--- config.mk ---
export PLATFORM = sky130hd
export DESIGN_NAME = tape_control_sense_status
export DESIGN_NICKNAME = d
export VERILOG_FILES = /design/src/design/sense_pkg.sv /design/src/design/sense_flag.sv /design/src/design/select_block.sv /design/src/design/tape_control_sense_status.sv
export VERILOG_INCLUDE_DIRS = /design/src /design/src/design
export SDC_FILE = /design/constraint.sdc
export NUM_CORES = 1
export LEC_CHECK = 0
export BUFFER_PORTS_ARGS = -buffer_cell sky130_fd_sc_hd__buf_4
export CAP_MARGIN = 15
export CORE_ASPECT_RATIO = 0.9
export CORE_MARGIN = 4
export CORE_UTILIZATION = 51
export DETAILED_ROUTE_END_ITERATION = 10
export HOLD_SLACK_MARGIN = 0.08
export PLACE_DENSITY_LB_ADDON = 0.25
export SETUP_SLACK_MARGIN = 0.15
export SLEW_MARGIN = 10
export SYNTH_ARGS = -nofsm -noshare
export SYNTH_HDL_FRONTEND = slang
export SYNTH_SLANG_ARGS = --single-unit
--- constraint.sdc ---
create_clock -name pclk -period 2.3 [get_ports pclk]
set_input_delay 0.345 -clock pclk [delete_from_list [all_inputs] [get_ports pclk]]
set_output_delay 0.345 -clock pclk [all_outputs]
set_load 0.01 [all_outputs]
--- src/design/sense_params.svh ---
`ifndef SENSE_PARAMS_SVH
`define SENSE_PARAMS_SVH

// apb geometry
`define ADDR_W            8
`define DATA_W            32
`define IDX_W             6
`define IDX_LSB           2

// register indexes, byte address is four times the index
`define IDX_DRIVE_COND    6'h04
`define IDX_SUBSYS_MODE   6'h05
`define IDX_SPARE_SIX     6'h06
`define IDX_ERASE_STAT    6'h07
`define IDX_VEL_RESERVE   6'h09
`define IDX_TM_CHECK      6'h0A
`define IDX_FEAT_ID_HI    6'h0D
`define IDX_ID_LOW        6'h0E
`define IDX_SW_FEATURES   6'h11
`define IDX_PRIMED_LOW    6'h13
`define IDX_PRIMED_HIGH   6'h14
`define IDX_CONFIG        6'h20
`define IDX_STATUS        6'h21
`define IDX_CLEAR         6'h22

// sticky sense flag slots
`define NFLAGS            6
`define F_TAPE_IND        0
`define F_WPARITY         1
`define F_START_READ      2
`define F_VELOCITY        3
`define F_WTM_MISS        4
`define F_DRV_REJECT      5

// sense bit positions inside their bytes
`define B4_REJECT         1
`define B4_TAPE_IND       2
`define B4_WPARITY        3
`define B4_START_READ     4
`define B4_LWR            5
`define B5_NEW_SUBSYS     1
`define B5_START_READ     4
`define B9_VELOCITY       1
`define B9_RESERVE        7
`define B10_WTM_MISS      4
`define B17_TWO_CS        0

// clear register bits
`define CLR_SENSE         0
`define CLR_UNIT_CHECK    1

// config reset value: extended mode, no options
`define CONFIG_RESET      32'h0000_0001

`endif

--- src/design/sense_pkg.sv ---
package sense_pkg;

   // drive-side condition inputs
   typedef struct packed {
      logic        eot_marker;
      logic        forward;
      logic        write_parity_bad;
      logic        read_op;
      logic        inter_block_gap;
      logic        beginning_burst;
      logic        ones_marker;
      logic        loop_write_read;
      logic        velocity_error;
      logic        reserved;
      logic        write_tape_mark_op;
      logic        block_missing;
      logic        drive_ready;
      logic        read_status_change;
      logic        motion_cmd;
      logic        backward_op;
      logic        rewind_op;
      logic        load_point;
      logic        rewind_unload;
      logic        not_capable;
      logic [15:0] primed;
   } drive_events_s;

   // channel-side request inputs
   typedef struct packed {
      logic       test_io;
      logic       start_io;
      logic       cmd_is_sense;
      logic       status_taken;
      logic       select_in;
      logic       address_out;
      logic [7:0] bus_out;
   } channel_req_s;

   // software configuration word
   typedef struct packed {
      logic [2:0]  spare;
      logic [3:0]  unit_base;
      logic [1:0]  features;
      logic [13:0] serial_id;
      logic [3:0]  revision_level;
      logic [2:0]  switch_code;
      logic        two_channel_switch;
      logic        extended_mode;
   } config_s;

   typedef enum logic [1:0] {
      APB_IDLE,
      APB_WAIT,
      APB_DONE
   } apb_state_e;

   typedef logic [7:0] sense_byte_t;

endpackage : sense_pkg

--- src/design/sense_flag.sv ---
`timescale 1ns/1ns
// sticky flag, a set in the same cycle as a clear wins
module sense_flag (
   input  wire logic pclk,
   input  wire logic presetn,
   input  wire logic set,
   input  wire logic clr,
   output logic      q
);

   always_ff @(posedge pclk or negedge presetn)
   begin
      if (!presetn)
         q <= 1'b0;
      else if (set)
         q <= 1'b1;
      else if (clr)
         q <= 1'b0;
   end

endmodule : sense_flag

--- src/design/select_block.sv ---
`timescale 1ns/1ns
`include "sense_params.svh"
// stops select propagation once our own address is seen on bus-out
module select_block (
   input  wire logic       pclk,
   input  wire logic       presetn,
   input  wire logic       select_in,
   input  wire logic       address_out,
   input  wire logic [7:0] bus_out,
   input  wire logic [3:0] unit_base,
   output logic            blocked_q,
   output logic            select_out_q
);

   logic hit;
   logic blocked_d;

   // own address when the high nibble names this controller
   assign hit       = address_out && (bus_out[7:4] == unit_base);
   assign blocked_d = select_in && (blocked_q || hit);

   // block holds until select drops
   always_ff @(posedge pclk or negedge presetn)
   begin
      if (!presetn)
      begin
         blocked_q    <= 1'b0;
         select_out_q <= 1'b0;
      end
      else
      begin
         blocked_q    <= blocked_d;
         select_out_q <= select_in && !blocked_d;
      end
   end

endmodule : select_block

--- src/design/tape_control_sense_status.sv ---
// The APB register port was chosen for this implementation.
`timescale 1ns/1ns
`include "sense_params.svh"
// Summary of operation
// - extended mode: end-of-tape marker while moving forward sets byte 4 bit 2
// - bad parity from the write triggers sets byte 4 bit 3
// - legacy mode: start read check shown in byte 4 bit 4
// - extended mode: byte 4 bit 5 high during loop write-to-read
// - byte 5 bit 0 zero; bit 1 one in extended, zero in legacy
// - extended read: gap after beginning burst, before ones marker, sets 5.4
// - bytes 6 to 23 supplied only in extended mode
// - capstan velocity out of limits sets byte 9 bit 1
// - byte 9 bit 7 while reserved, only with two-channel switch option
// - write tape mark with block not detected sets byte 10 bit 4
// - serial id high part in byte 13 upper bits, low part in 14
// - byte 17 bit 0 shows two-channel switch option present
// - byte 17 bits 4 to 7 carry the revision level
// - byte 17 bits 1 to 3 carry the switch configuration code
// - byte 19 bit 0 is drive 7 down to bit 7 drive 0
// - next byte bit 0 is drive F down to bit 7 drive 8
// - test I/O to a not ready drive raises unit check
// - start I/O, not sense, to a not ready drive raises unit check
// - backward motion other than rewind into load point raises unit check
// - rewind-unload start raises unit check, device end and cu end
// - not-capable sense bit raises unit check
// - select stops propagating once own address decoded on bus-out
// - drive drops ready in motion or read status changes: byte 4 bit 1
module tape_control_sense_status (
   input  wire logic                    pclk,
   input  wire logic                    presetn,
   input  wire logic                    psel,
   input  wire logic                    penable,
   input  wire logic                    pwrite,
   input  wire logic [`ADDR_W-1:0]      paddr,
   input  wire logic [`DATA_W-1:0]      pwdata,
   input  wire logic [3:0]              pstrb,
   output logic                         pready,
   output logic [`DATA_W-1:0]           prdata,
   output logic                         pslverr,
   input  wire sense_pkg::drive_events_s drv,
   input  wire sense_pkg::channel_req_s  chan,
   output logic                         unit_check,
   output logic                         device_end,
   output logic                         cu_end,
   output logic                         select_out,
   output logic                         select_blocked
);

   sense_pkg::config_s     cfg_q;
   sense_pkg::apb_state_e  apb_q;
   sense_pkg::apb_state_e  apb_d;
   logic [`NFLAGS-1:0]     flag_set;
   logic [`NFLAGS-1:0]     flag_q;
   logic                   clr_sense;
   logic                   clr_uc;
   logic                   uc_event;
   logic                   lwr_q;
   logic                   reserve_q;
   logic [15:0]            primed_q;
   logic                   uc_q;
   logic                   de_q;
   logic                   cue_q;
   logic                   access;
   logic                   wr_take;
   logic                   rd_take;
   logic [`IDX_W-1:0]      idx;
   logic [`DATA_W-1:0]     rd_word;
   logic                   ext;
   sense_pkg::sense_byte_t primed_low;
   sense_pkg::sense_byte_t primed_high;

   // aligned word at a known index
   function automatic logic mapped(input logic [`ADDR_W-1:0] a);
      logic [`IDX_W-1:0] i;
      i = a[`ADDR_W-1:`IDX_LSB];
      mapped = (a[`IDX_LSB-1:0] == 2'h0) &&
               ((i == `IDX_DRIVE_COND) || (i == `IDX_SUBSYS_MODE) ||
                (i == `IDX_SPARE_SIX) || (i == `IDX_ERASE_STAT) ||
                (i == `IDX_VEL_RESERVE) || (i == `IDX_TM_CHECK) ||
                (i == `IDX_FEAT_ID_HI) || (i == `IDX_ID_LOW) ||
                (i == `IDX_SW_FEATURES) || (i == `IDX_PRIMED_LOW) ||
                (i == `IDX_PRIMED_HIGH) || (i == `IDX_CONFIG) ||
                (i == `IDX_STATUS) || (i == `IDX_CLEAR));
   endfunction : mapped

   // word index of a bus address
   function automatic logic [`IDX_W-1:0] word_index(
      input logic [`ADDR_W-1:0] a);
      word_index = a[`ADDR_W-1:`IDX_LSB];
   endfunction : word_index

   assign ext = cfg_q.extended_mode;
   assign idx = word_index(paddr);

   // apb transfer: one wait state; a write lands as pready is seen high
   assign access  = psel && penable && (apb_q == sense_pkg::APB_WAIT);
   assign wr_take = psel && penable && pready && pwrite && mapped(paddr);
   assign rd_take = access && !pwrite;

   always_comb
   begin
      apb_d = apb_q;
      case (apb_q)
         sense_pkg::APB_IDLE:
            if (psel && !penable)
               apb_d = sense_pkg::APB_WAIT;
         sense_pkg::APB_WAIT:
            if (psel && penable)
               apb_d = sense_pkg::APB_DONE;
         sense_pkg::APB_DONE:
            apb_d = sense_pkg::APB_IDLE;
         default:
            apb_d = sense_pkg::APB_IDLE;
      endcase
   end

   always_ff @(posedge pclk or negedge presetn)
   begin
      if (!presetn)
         apb_q <= sense_pkg::APB_IDLE;
      else
         apb_q <= apb_d;
   end

   // answer flops: pready, read data and error for unmapped words
   always_ff @(posedge pclk or negedge presetn)
   begin
      if (!presetn)
      begin
         pready  <= 1'b0;
         prdata  <= '0;
         pslverr <= 1'b0;
      end
      else
      begin
         pready  <= access;
         pslverr <= access && !mapped(paddr);
         if (rd_take)
            prdata <= mapped(paddr) ? rd_word : '0;
      end
   end

   // configuration register, byte strobes honoured
   always_ff @(posedge pclk or negedge presetn)
   begin
      if (!presetn)
         cfg_q <= `CONFIG_RESET;
      else if (wr_take && (idx == `IDX_CONFIG))
      begin
         if (pstrb[0])
            cfg_q[7:0] <= pwdata[7:0];
         if (pstrb[1])
            cfg_q[15:8] <= pwdata[15:8];
         if (pstrb[2])
            cfg_q[23:16] <= pwdata[23:16];
         if (pstrb[3])
            cfg_q[31:24] <= pwdata[31:24];
      end
   end

   // write-one-to-clear strobes
   assign clr_sense = wr_take && (idx == `IDX_CLEAR) && pstrb[0] &&
                      pwdata[`CLR_SENSE];
   assign clr_uc    = (wr_take && (idx == `IDX_CLEAR) && pstrb[0] &&
                       pwdata[`CLR_UNIT_CHECK]) || chan.status_taken;

   // sticky sense condition detection
   always_comb
   begin
      flag_set = '0;
      flag_set[`F_TAPE_IND]   = ext && drv.eot_marker && drv.forward;
      flag_set[`F_WPARITY]    = drv.write_parity_bad;
      flag_set[`F_START_READ] = drv.read_op && drv.inter_block_gap &&
                                drv.beginning_burst &&
                                !drv.ones_marker;
      flag_set[`F_VELOCITY]   = drv.velocity_error;
      flag_set[`F_WTM_MISS]   = drv.write_tape_mark_op &&
                                drv.block_missing;
      flag_set[`F_DRV_REJECT] = (drv.motion_cmd && !drv.drive_ready) ||
                                drv.read_status_change;
   end

   genvar g;
   generate
      for (g = 0; g < `NFLAGS; g = g + 1)
      begin : flags
         sense_flag u_flag (
            .pclk    (pclk),
            .presetn (presetn),
            .set     (flag_set[g]),
            .clr     (clr_sense),
            .q       (flag_q[g])
         );
      end
      // primed maps are bit reversed inside each byte
      for (g = 0; g < 8; g = g + 1)
      begin : primed_map
         assign primed_low[g]  = primed_q[7 - g];
         assign primed_high[g] = primed_q[15 - g];
      end
   endgenerate

   // live levels sampled for the sense bytes
   always_ff @(posedge pclk or negedge presetn)
   begin
      if (!presetn)
      begin
         lwr_q     <= 1'b0;
         reserve_q <= 1'b0;
         primed_q  <= '0;
      end
      else
      begin
         lwr_q     <= drv.loop_write_read;
         reserve_q <= drv.reserved;
         primed_q  <= drv.primed;
      end
   end

   // unit check causes
   assign uc_event = (chan.test_io && !drv.drive_ready) ||
                     (chan.start_io && !chan.cmd_is_sense &&
                      !drv.drive_ready) ||
                     (drv.backward_op && !drv.rewind_op &&
                      drv.load_point) ||
                     drv.rewind_unload ||
                     drv.not_capable;

   // channel status, held until accepted; a new cause beats the clear
   always_ff @(posedge pclk or negedge presetn)
   begin
      if (!presetn)
      begin
         uc_q  <= 1'b0;
         de_q  <= 1'b0;
         cue_q <= 1'b0;
      end
      else
      begin
         if (uc_event)
            uc_q <= 1'b1;
         else if (clr_uc)
            uc_q <= 1'b0;
         if (drv.rewind_unload)
         begin
            de_q  <= 1'b1;
            cue_q <= 1'b1;
         end
         else if (clr_uc)
         begin
            de_q  <= 1'b0;
            cue_q <= 1'b0;
         end
      end
   end

   always_ff @(posedge pclk or negedge presetn)
   begin
      if (!presetn)
      begin
         unit_check <= 1'b0;
         device_end <= 1'b0;
         cu_end     <= 1'b0;
      end
      else
      begin
         unit_check <= uc_q;
         device_end <= de_q;
         cu_end     <= cue_q;
      end
   end

   // select propagation and block indication
   select_block u_select (
      .pclk         (pclk),
      .presetn      (presetn),
      .select_in    (chan.select_in),
      .address_out  (chan.address_out),
      .bus_out      (chan.bus_out),
      .unit_base    (cfg_q.unit_base),
      .blocked_q    (select_blocked),
      .select_out_q (select_out)
   );

   // sense byte assembly; all other bits stay zero
   always_comb
   begin
      rd_word = '0;
      case (idx)
         `IDX_DRIVE_COND:
         begin
            rd_word[`B4_REJECT]     = flag_q[`F_DRV_REJECT];
            rd_word[`B4_TAPE_IND]   = flag_q[`F_TAPE_IND];
            rd_word[`B4_WPARITY]    = flag_q[`F_WPARITY];
            rd_word[`B4_START_READ] = !ext &&
                                      flag_q[`F_START_READ];
            rd_word[`B4_LWR]        = ext && lwr_q;
         end
         `IDX_SUBSYS_MODE:
         begin
            rd_word[`B5_NEW_SUBSYS] = ext;
            rd_word[`B5_START_READ] = ext &&
                                      flag_q[`F_START_READ];
         end
         `IDX_VEL_RESERVE:
         begin
            if (ext)
            begin
               rd_word[`B9_VELOCITY] = flag_q[`F_VELOCITY];
               rd_word[`B9_RESERVE]  = reserve_q &&
                                       cfg_q.two_channel_switch;
            end
         end
         `IDX_TM_CHECK:
            rd_word[`B10_WTM_MISS] = ext && flag_q[`F_WTM_MISS];
         `IDX_FEAT_ID_HI:
            if (ext)
               rd_word[7:0] = {cfg_q.serial_id[13:8],
                               cfg_q.features};
         `IDX_ID_LOW:
            if (ext)
               rd_word[7:0] = cfg_q.serial_id[7:0];
         `IDX_SW_FEATURES:
            if (ext)
               rd_word[7:0] = {cfg_q.revision_level,
                               cfg_q.switch_code,
                               cfg_q.two_channel_switch};
         `IDX_PRIMED_LOW:
            if (ext)
               rd_word[7:0] = primed_low;
         `IDX_PRIMED_HIGH:
            if (ext)
               rd_word[7:0] = primed_high;
         `IDX_CONFIG:
            rd_word = cfg_q;
         `IDX_STATUS:
            rd_word[3:0] = {select_blocked, cue_q, de_q, uc_q};
         default:
            rd_word = '0;
      endcase
   end

endmodule : tape_control_sense_status

Word level (Yosys, flattened, before mapping)
Cells that the tools add are included.
{ "word_totals": {"register_bits": 98, "input_bits": 99, "output_inout_bits": 39, "wordCells": 155} }
{ "classes": {"eq_ne": 18, "n_mux": 29, "reduce_logical": 78} }
{ "op_table": {"columns": ["operator", "n"], "rows": [
  ["8-bit 2-to-1 mux", 5],
  ["1-bit logical AND", 34],
  ["32-bit 2-to-1 mux", 1],
  ["6-bit by 3-bit == test with 1-bit output (second input constant)", 4],
  ["6-bit by 4-bit == test with 1-bit output (second input constant)", 4],
  ["24-bit 2-to-1 mux", 1],
  ["1-bit one-hot mux with 7 select lines", 3],
  ["1-bit logical OR", 20],
  ["6-bit by 5-bit == test with 1-bit output (second input constant)", 3],
  ["6-bit == test (second input constant)", 3],
  ["2-bit one-hot mux with 8 select lines", 1],
  ["2-bit nonzero test", 8],
  ["1-bit 2-to-1 mux", 12],
  ["1-bit one-hot mux with 10 select lines", 1],
  ["2-bit AND reduction", 5],
  ["1-bit zero test", 9],
  ["1-bit one-hot mux with 9 select lines", 1],
  ["1-bit one-hot mux with 6 select lines", 1],
  ["4-bit == test", 1],
  ["2-bit zero test", 2],
  ["2-bit 2-to-1 mux", 2],
  ["2-bit inequality test (second input constant)", 2],
  ["2-bit one-hot mux with 2 select lines", 1],
  ["2-bit by 1-bit == test with 1-bit output (second input constant)", 1]
]} }

Depth between registers and ports, before layout
{ "depth": {"ltp_word": 22, "depth_mapped": 7, "mapped_depth_nobuf": 6} }

Cells and area by module
From an unflattened synthesis, not the netlist that was laid out.
{ "unflattened": {"cells_unflattened": 330, "hier_area_um2": 4154.0} }
{ "modules_own_cells": {"columns": ["mod", "n_inst", "cells_per_inst", "area_per_inst_um2", "seq_area_each_um2"], "rows": [
  ["tape_control_sense_status", 1, 301, 3807.4, 2253.4],
  ["sense_flag", 6, 3, 36.3, 25.0],
  ["select_block", 1, 11, 128.9, 50.0]
]} }

Worst setup path after synthesis
No wires, ideal clock.
{ "synth_path": {"kind": "input to register", "startpoint": "input paddr[5]", "endpoint": "register cfg_q[16] (netlist bit)", "setup_time_ns": 0.125, "arrival_time_ns": 2.162, "t_required_ns": 2.175, "path_slack_ns": 0.013, "stages": 6, "n_path_buf": 1, "path_cell_list": "buf_6 > or4b_4 > nor4_4 > nor3b_4 > nand2_4 > mux2_4"} }
{ "synth_between": {"elab_chain_len": 18, "elab_cells_between_ends": 31, "cone_classes": "14 x eq/ne; 17 x reduce/logical"} }
{ "synth_rtl": {"columns": ["element", "line_no", "rtl"], "rows": [
  ["from (decl)", "tape_control_sense_status.sv:34", "input wire logic [`ADDR_W-1:0] paddr,"],
  ["6-bit by 3-bit == test with 1-bit output", null, null],
  ["1-bit logical OR (13 in series)", "tape_control_sense_status.sv:77", "((i == `IDX_DRIVE_COND) || (i == `IDX_SUBSYS_MODE) ||"],
  ["1-bit logical AND", "tape_control_sense_status.sv:76", "mapped = (a[`IDX_LSB-1:0] == 2'h0) &&"],
  ["1-bit logical AND", "tape_control_sense_status.sv:97", "assign wr_take = psel && penable && pready && pwrite && mapped(paddr);"],
  ["1-bit logical AND *", "tape_control_sense_status.sv:148", "else if (wr_take && (idx == `IDX_CONFIG))"],
  ["2-bit AND reduction (no line) *", null, null],
  ["to (signal assigned)", "tape_control_sense_status.sv:147", "cfg_q <= `CONFIG_RESET;"],
  ["to (decl)", "tape_control_sense_status.sv:49", "sense_pkg::config_s cfg_q;"]
]} }
Mark *: on every way between the ends. The rest lies on a longest branch, timed or not.
A chain may end at the register's enable or synchronous reset.

Final worst setup path
{ "layout_path": {"startpoint": "input paddr[5]", "endpoint": "register cfg_q[6] (netlist bit)"} }
The elaborated chain is that of the path after synthesis.

==> results <==
- The run finished with clean final reports.
- In this run the tightest slew margin relative to its limit is 62.7%.
- The critical path is of the primary input to flip-flop type.
- Summed over all instances, the cell type with the most area after synthesis is sky130_fd_sc_hd__dfrtp_1.
- Setup violations remaining at the end of the flow were counted as 0.
- The final critical delay including setup and external delays is 1.89 ns.
- Synthesis handed over a netlist of 348 instances.
- The aggregate routed wire length is 12.2 mm.
- Once the floorplan was initialized, standard cells occupied 53.1% of the core.
- The number of antenna violations at the first check in global routing is 0.
- The area of the core is 8180 um2.
- The floorplan step defined a die boundary enclosing 10100 um2.
- Along the worst path, the maximum fanout reaches 8.
- The HPWL after detailed placement is 8.82 mm.
- Summing all non-filler instances in the final layout gives an area of 6040 um2.
- Yosys mapped the design onto 59 distinct sky130hd cell types.
- The height of the die is 95.6 um.
- The width of the die is 105 um.
- The TritonCTS clock tree is built.
- Compared with the post-synthesis result, the final layout area differs by 39.1%.
- In the routed layout, each cell is associated on average with a via count of 5.69.
- The pre-antenna-repair detailed-routing pass consisted of 4 iterations.
- The first global-routing pass estimated 19.9 mm of wire.
- In the routed design, unresolved DRC markers number 0.
- The cell chosen for the clock root is sky130_fd_sc_hd__clkbuf_8.
- The post-CTS resize count is 0.
- Counting flops and latches in the post-synthesis netlist gives 98.
- The most used flip-flop cell after synthesis is sky130_fd_sc_hd__dfrtp_1.
- The startpoint identified for the worst register-to-register timing path is apb_q[1]$_DFFE_PN0P_.
- The number of hold violations in the final report is 0.
- The number of clock sinks is 98.
- STA classifies the critical path startpoint as a primary input.
- In this run the biggest area consumer among cell types represents 55.9% of the synthesized area.
- In this run the cell area of the synthesized design comes to 4350 um2.
- At the end of routability-driven placement, the weighted congestion stood at 0.834.
- The synthesized design contains 0 enable-type register cells.
- The internal power summed over all cells is 2.59 mW.
- Global routing used 25.5% of the available tracks across all layers.
- Setup repair after global routing left no endpoint under its margin.
- In this run the cell area measured after placement is 5610 um2.
- Buffers placed on the I/O ports in this run total 133.
- The proportion of synthesized chip area in sequential cells is 56.5%.
- In this run the count of I/O pins placed on the die edge is 138.
- The start point of the critical path is paddr[5].
- The pin count of the biggest net entering global routing is 48.
- The proportion of layout cells with a drive suffix above 1 is 42.6%.
- The H-tree level count is 3.
- Net switching is 24.7% of the power.
- The achievable frequency is 0.530 GHz.
- The data required time of the critical path is 2.56 ns.
- In the final routed layout, each cell accounts on average for 19.3 um.
- For the pin with the worst max-slew slack, the measured transition is 0.546 ns.
- The max-slew violation count is 0.
- The total grt overflow is 0.
- The net count of the finished layout is 610.
- The ratio of final minimum period to clock period is 82.0%.
- The share of total power dissipated in the clock network is 38.5%.
- The number of antenna diodes in the final layout is 0.
- The number of global-route vias before repair is 3796.
- The sequential cell fraction of total power is 51.3%.
- The first routing iteration left 186 violations.
- Synthesis produced a netlist with a net count of 447.
- The combinational cell fraction of total power is 10.2%.
- Setup total negative slack on the finished layout was measured at 0 ns.
- The number of maximum-capacitance violations is 0.
- Yosys attributes the largest share of cell area to sky130_fd_sc_hd__dfrtp_1 (56%), sky130_fd_sc_hd__mux2_2 (7.8%), sky130_fd_sc_hd__a22o_1 (5.0%), sky130_fd_sc_hd__nand2_1 (1.7%), sky130_fd_sc_hd__mux2i_1 (1.4%).
- The standby leakage power is 2.89 nW.
- The min-delay analysis places its worst path in the category primary input to flip-flop.
- STA classifies the critical path endpoint as a flip-flop.
- The share of flip-flops with an asynchronous set or reset is 100%.
- The Yosys step of the flow raised 0 warnings.
- Dividing total power by cell area gives a power density of 569 nW/um2.
- The clock transition at the registers of the reported paths is 0.12 ns.
- The post-route clock skew is 0.0184 ns.
- The startpoint identified for the worst hold timing path is drv[33].
- The analysis attributes to net switching a power of 848 uW.
- The average footprint of a synthesized cell is 12.5 um2.
- The final route contains 3591 vias.
- For the worst-skew pair, the clock arrives at the later sink with an insertion delay of 0.38 ns.
- The highest ir drop seen on vdd is 0.396 mV.
- Counting the buffers created by CTS gives 9.
- In this run the deepest clock path goes through 2 buffers.
- The count of antenna-violating nets left after detailed routing is 0.
- The data arrival at the endpoint of the critical path is 2.14 ns.
- Cells fill 73.8% of the core in the end.
- The cell row count is 31.
metrics by stage:
stage | hold WS, ns | power, mW | cells | setup slack [ns]
after global placement | 0.316 | 2.11 | 596 | 0.0596
final | 0.145 | 3.44 | 631 | 0.414
after CTS | 0.0805 | 3.45 | 630 | 0.429
after floorplan | 0.0494 | 1.89 | 348 | 0.0172
after global routing | 0.139 | 3.56 | 631 | 0.377
after detailed placement | 0.326 | 2.12 | 596 | 0.0406
placed cells by master, fill, tap and decap left out, types with 6 or more instances in the layout:
| cell | n |
|---|---|
| sky130_fd_sc_hd__mux2_2 | 30 |
| sky130_fd_sc_hd__nor2_1 | 8 |
| sky130_fd_sc_hd__a22o_1 | 25 |
| sky130_fd_sc_hd__buf_4 | 153 |
| sky130_fd_sc_hd__o21ai_0 | 8 |
| sky130_fd_sc_hd__nand2_1 | 20 |
| sky130_fd_sc_hd__nand3b_1 | 8 |
| sky130_fd_sc_hd__a21oi_1 | 10 |
| sky130_fd_sc_hd__dfrtp_1 | 97 |
| sky130_fd_sc_hd__mux2i_1 | 6 |
| sky130_fd_sc_hd__clkbuf_8 | 9 |
| sky130_fd_sc_hd__nor3_1 | 8 |
| sky130_fd_sc_hd__a22oi_1 | 6 |
| sky130_fd_sc_hd__dlygate4sd3_1 | 19 |
Yosys cell counts, drive strengths merged, types with 3 or more instances:
cell type	n
dfrtp	97
mux2	33
a22o	25
nand2	24
clkbuf	15
a21oi	10
buf	9
nor3	9
nand3b	8
nor2	8
o21ai	8
a22oi	6
mux2i	6
a32o	5
inv	5
nand3	5
nor2b	5
a2bb2oi	4
a31oi	4
a32oi	4
nand4	4
nor3b	4
o2111ai	4
a211oi	3
a21o	3
nor4b	3
o2bb2ai	3
or4b	3
xor2	3
registers in the layout, indices dropped and copies added, names as in the netlist, 2 cells and up:
name            flops
cfg_q              31
flags.u_flag.q      6
prdata             32
apb_q               2
primed_q           16
power groups by stage:
stage                     logic [mW]  registers, mW  clock network [mW]
final                          0.350           1.76                1.32
after global routing           0.380           1.77                1.41
after CTS                      0.348           1.76                1.34
after detailed placement       0.322           1.80                   0
after global placement         0.315           1.80                   0
after floorplan               0.0960           1.80                   0
per-layer routing:
metal  vias up  part of all wire [%]  GRT usage [%]  routed length [um]
met1      1777                    42           34.9                5160
met4         0                   1.5           7.54                 185
li1       1644                     -              -                   -
met2       153                    49           41.7                5940
met5         -                     0              0                   0
met3        17                   7.5           4.87                 913
cell type report:
type	instances	area [um2]
tap	115	144
sequential	98	2450
inverter	5	18.8
clock inverter	7	119
clock buffer	9	124
fill	572	2140
multi-input combinational	221	1770
timing repair buffer	176	1420
path summary, 6_finish.rpt:
path | endpoint | slack (ns) | cells past startpoint
max | cfg_q[6]$_DFFE_PN0P_ | 0.41 | 7
min | flags[1].u_flag.q$_DFFE_PN0P_ | 0.14 | 2
max reg2reg | prdata[27]$_DFFE_PN0P_ | 0.45 | 5
min reg2reg | apb_q[0]$_DFFE_PN0P_ | 0.44 | 1
max in group asynchronous | prdata[27]$_DFFE_PN0P_ | 1.19 | 3
min in group asynchronous | uc_q$_DFFE_PN0P_ | 0.46 | 2
kinds of logic after synthesis:
kind of cell    synth area share, %
mux                            10.2
compound gates                 16.1
xor+xnor                       1.01
buf+inv                        2.91
flops                          56.5
simple gates                   13.3
critical path: stages:
cell and delay (ns):
sky130_fd_sc_hd__buf_4 0.13, sky130_fd_sc_hd__or4b_4 0.55, sky130_fd_sc_hd__nor4_4 0.26, sky130_fd_sc_hd__nor3b_4 0.27, sky130_fd_sc_hd__buf_12 0.17, sky130_fd_sc_hd__nand2_4 0.11
sky130_fd_sc_hd__mux2_4 0.31
timing repair:
| action | 4_1_cts | 5_1_grt |
|---|---|---|
| endpoints found under the setup margin | 0 | 0 |
| hold buffers | 18 | 1 |
| setup buffers | 0 | 0 |
| hold endpoints to repair | 48 | 1 |
No activity file was read; power rests on OpenSTA's default activity.
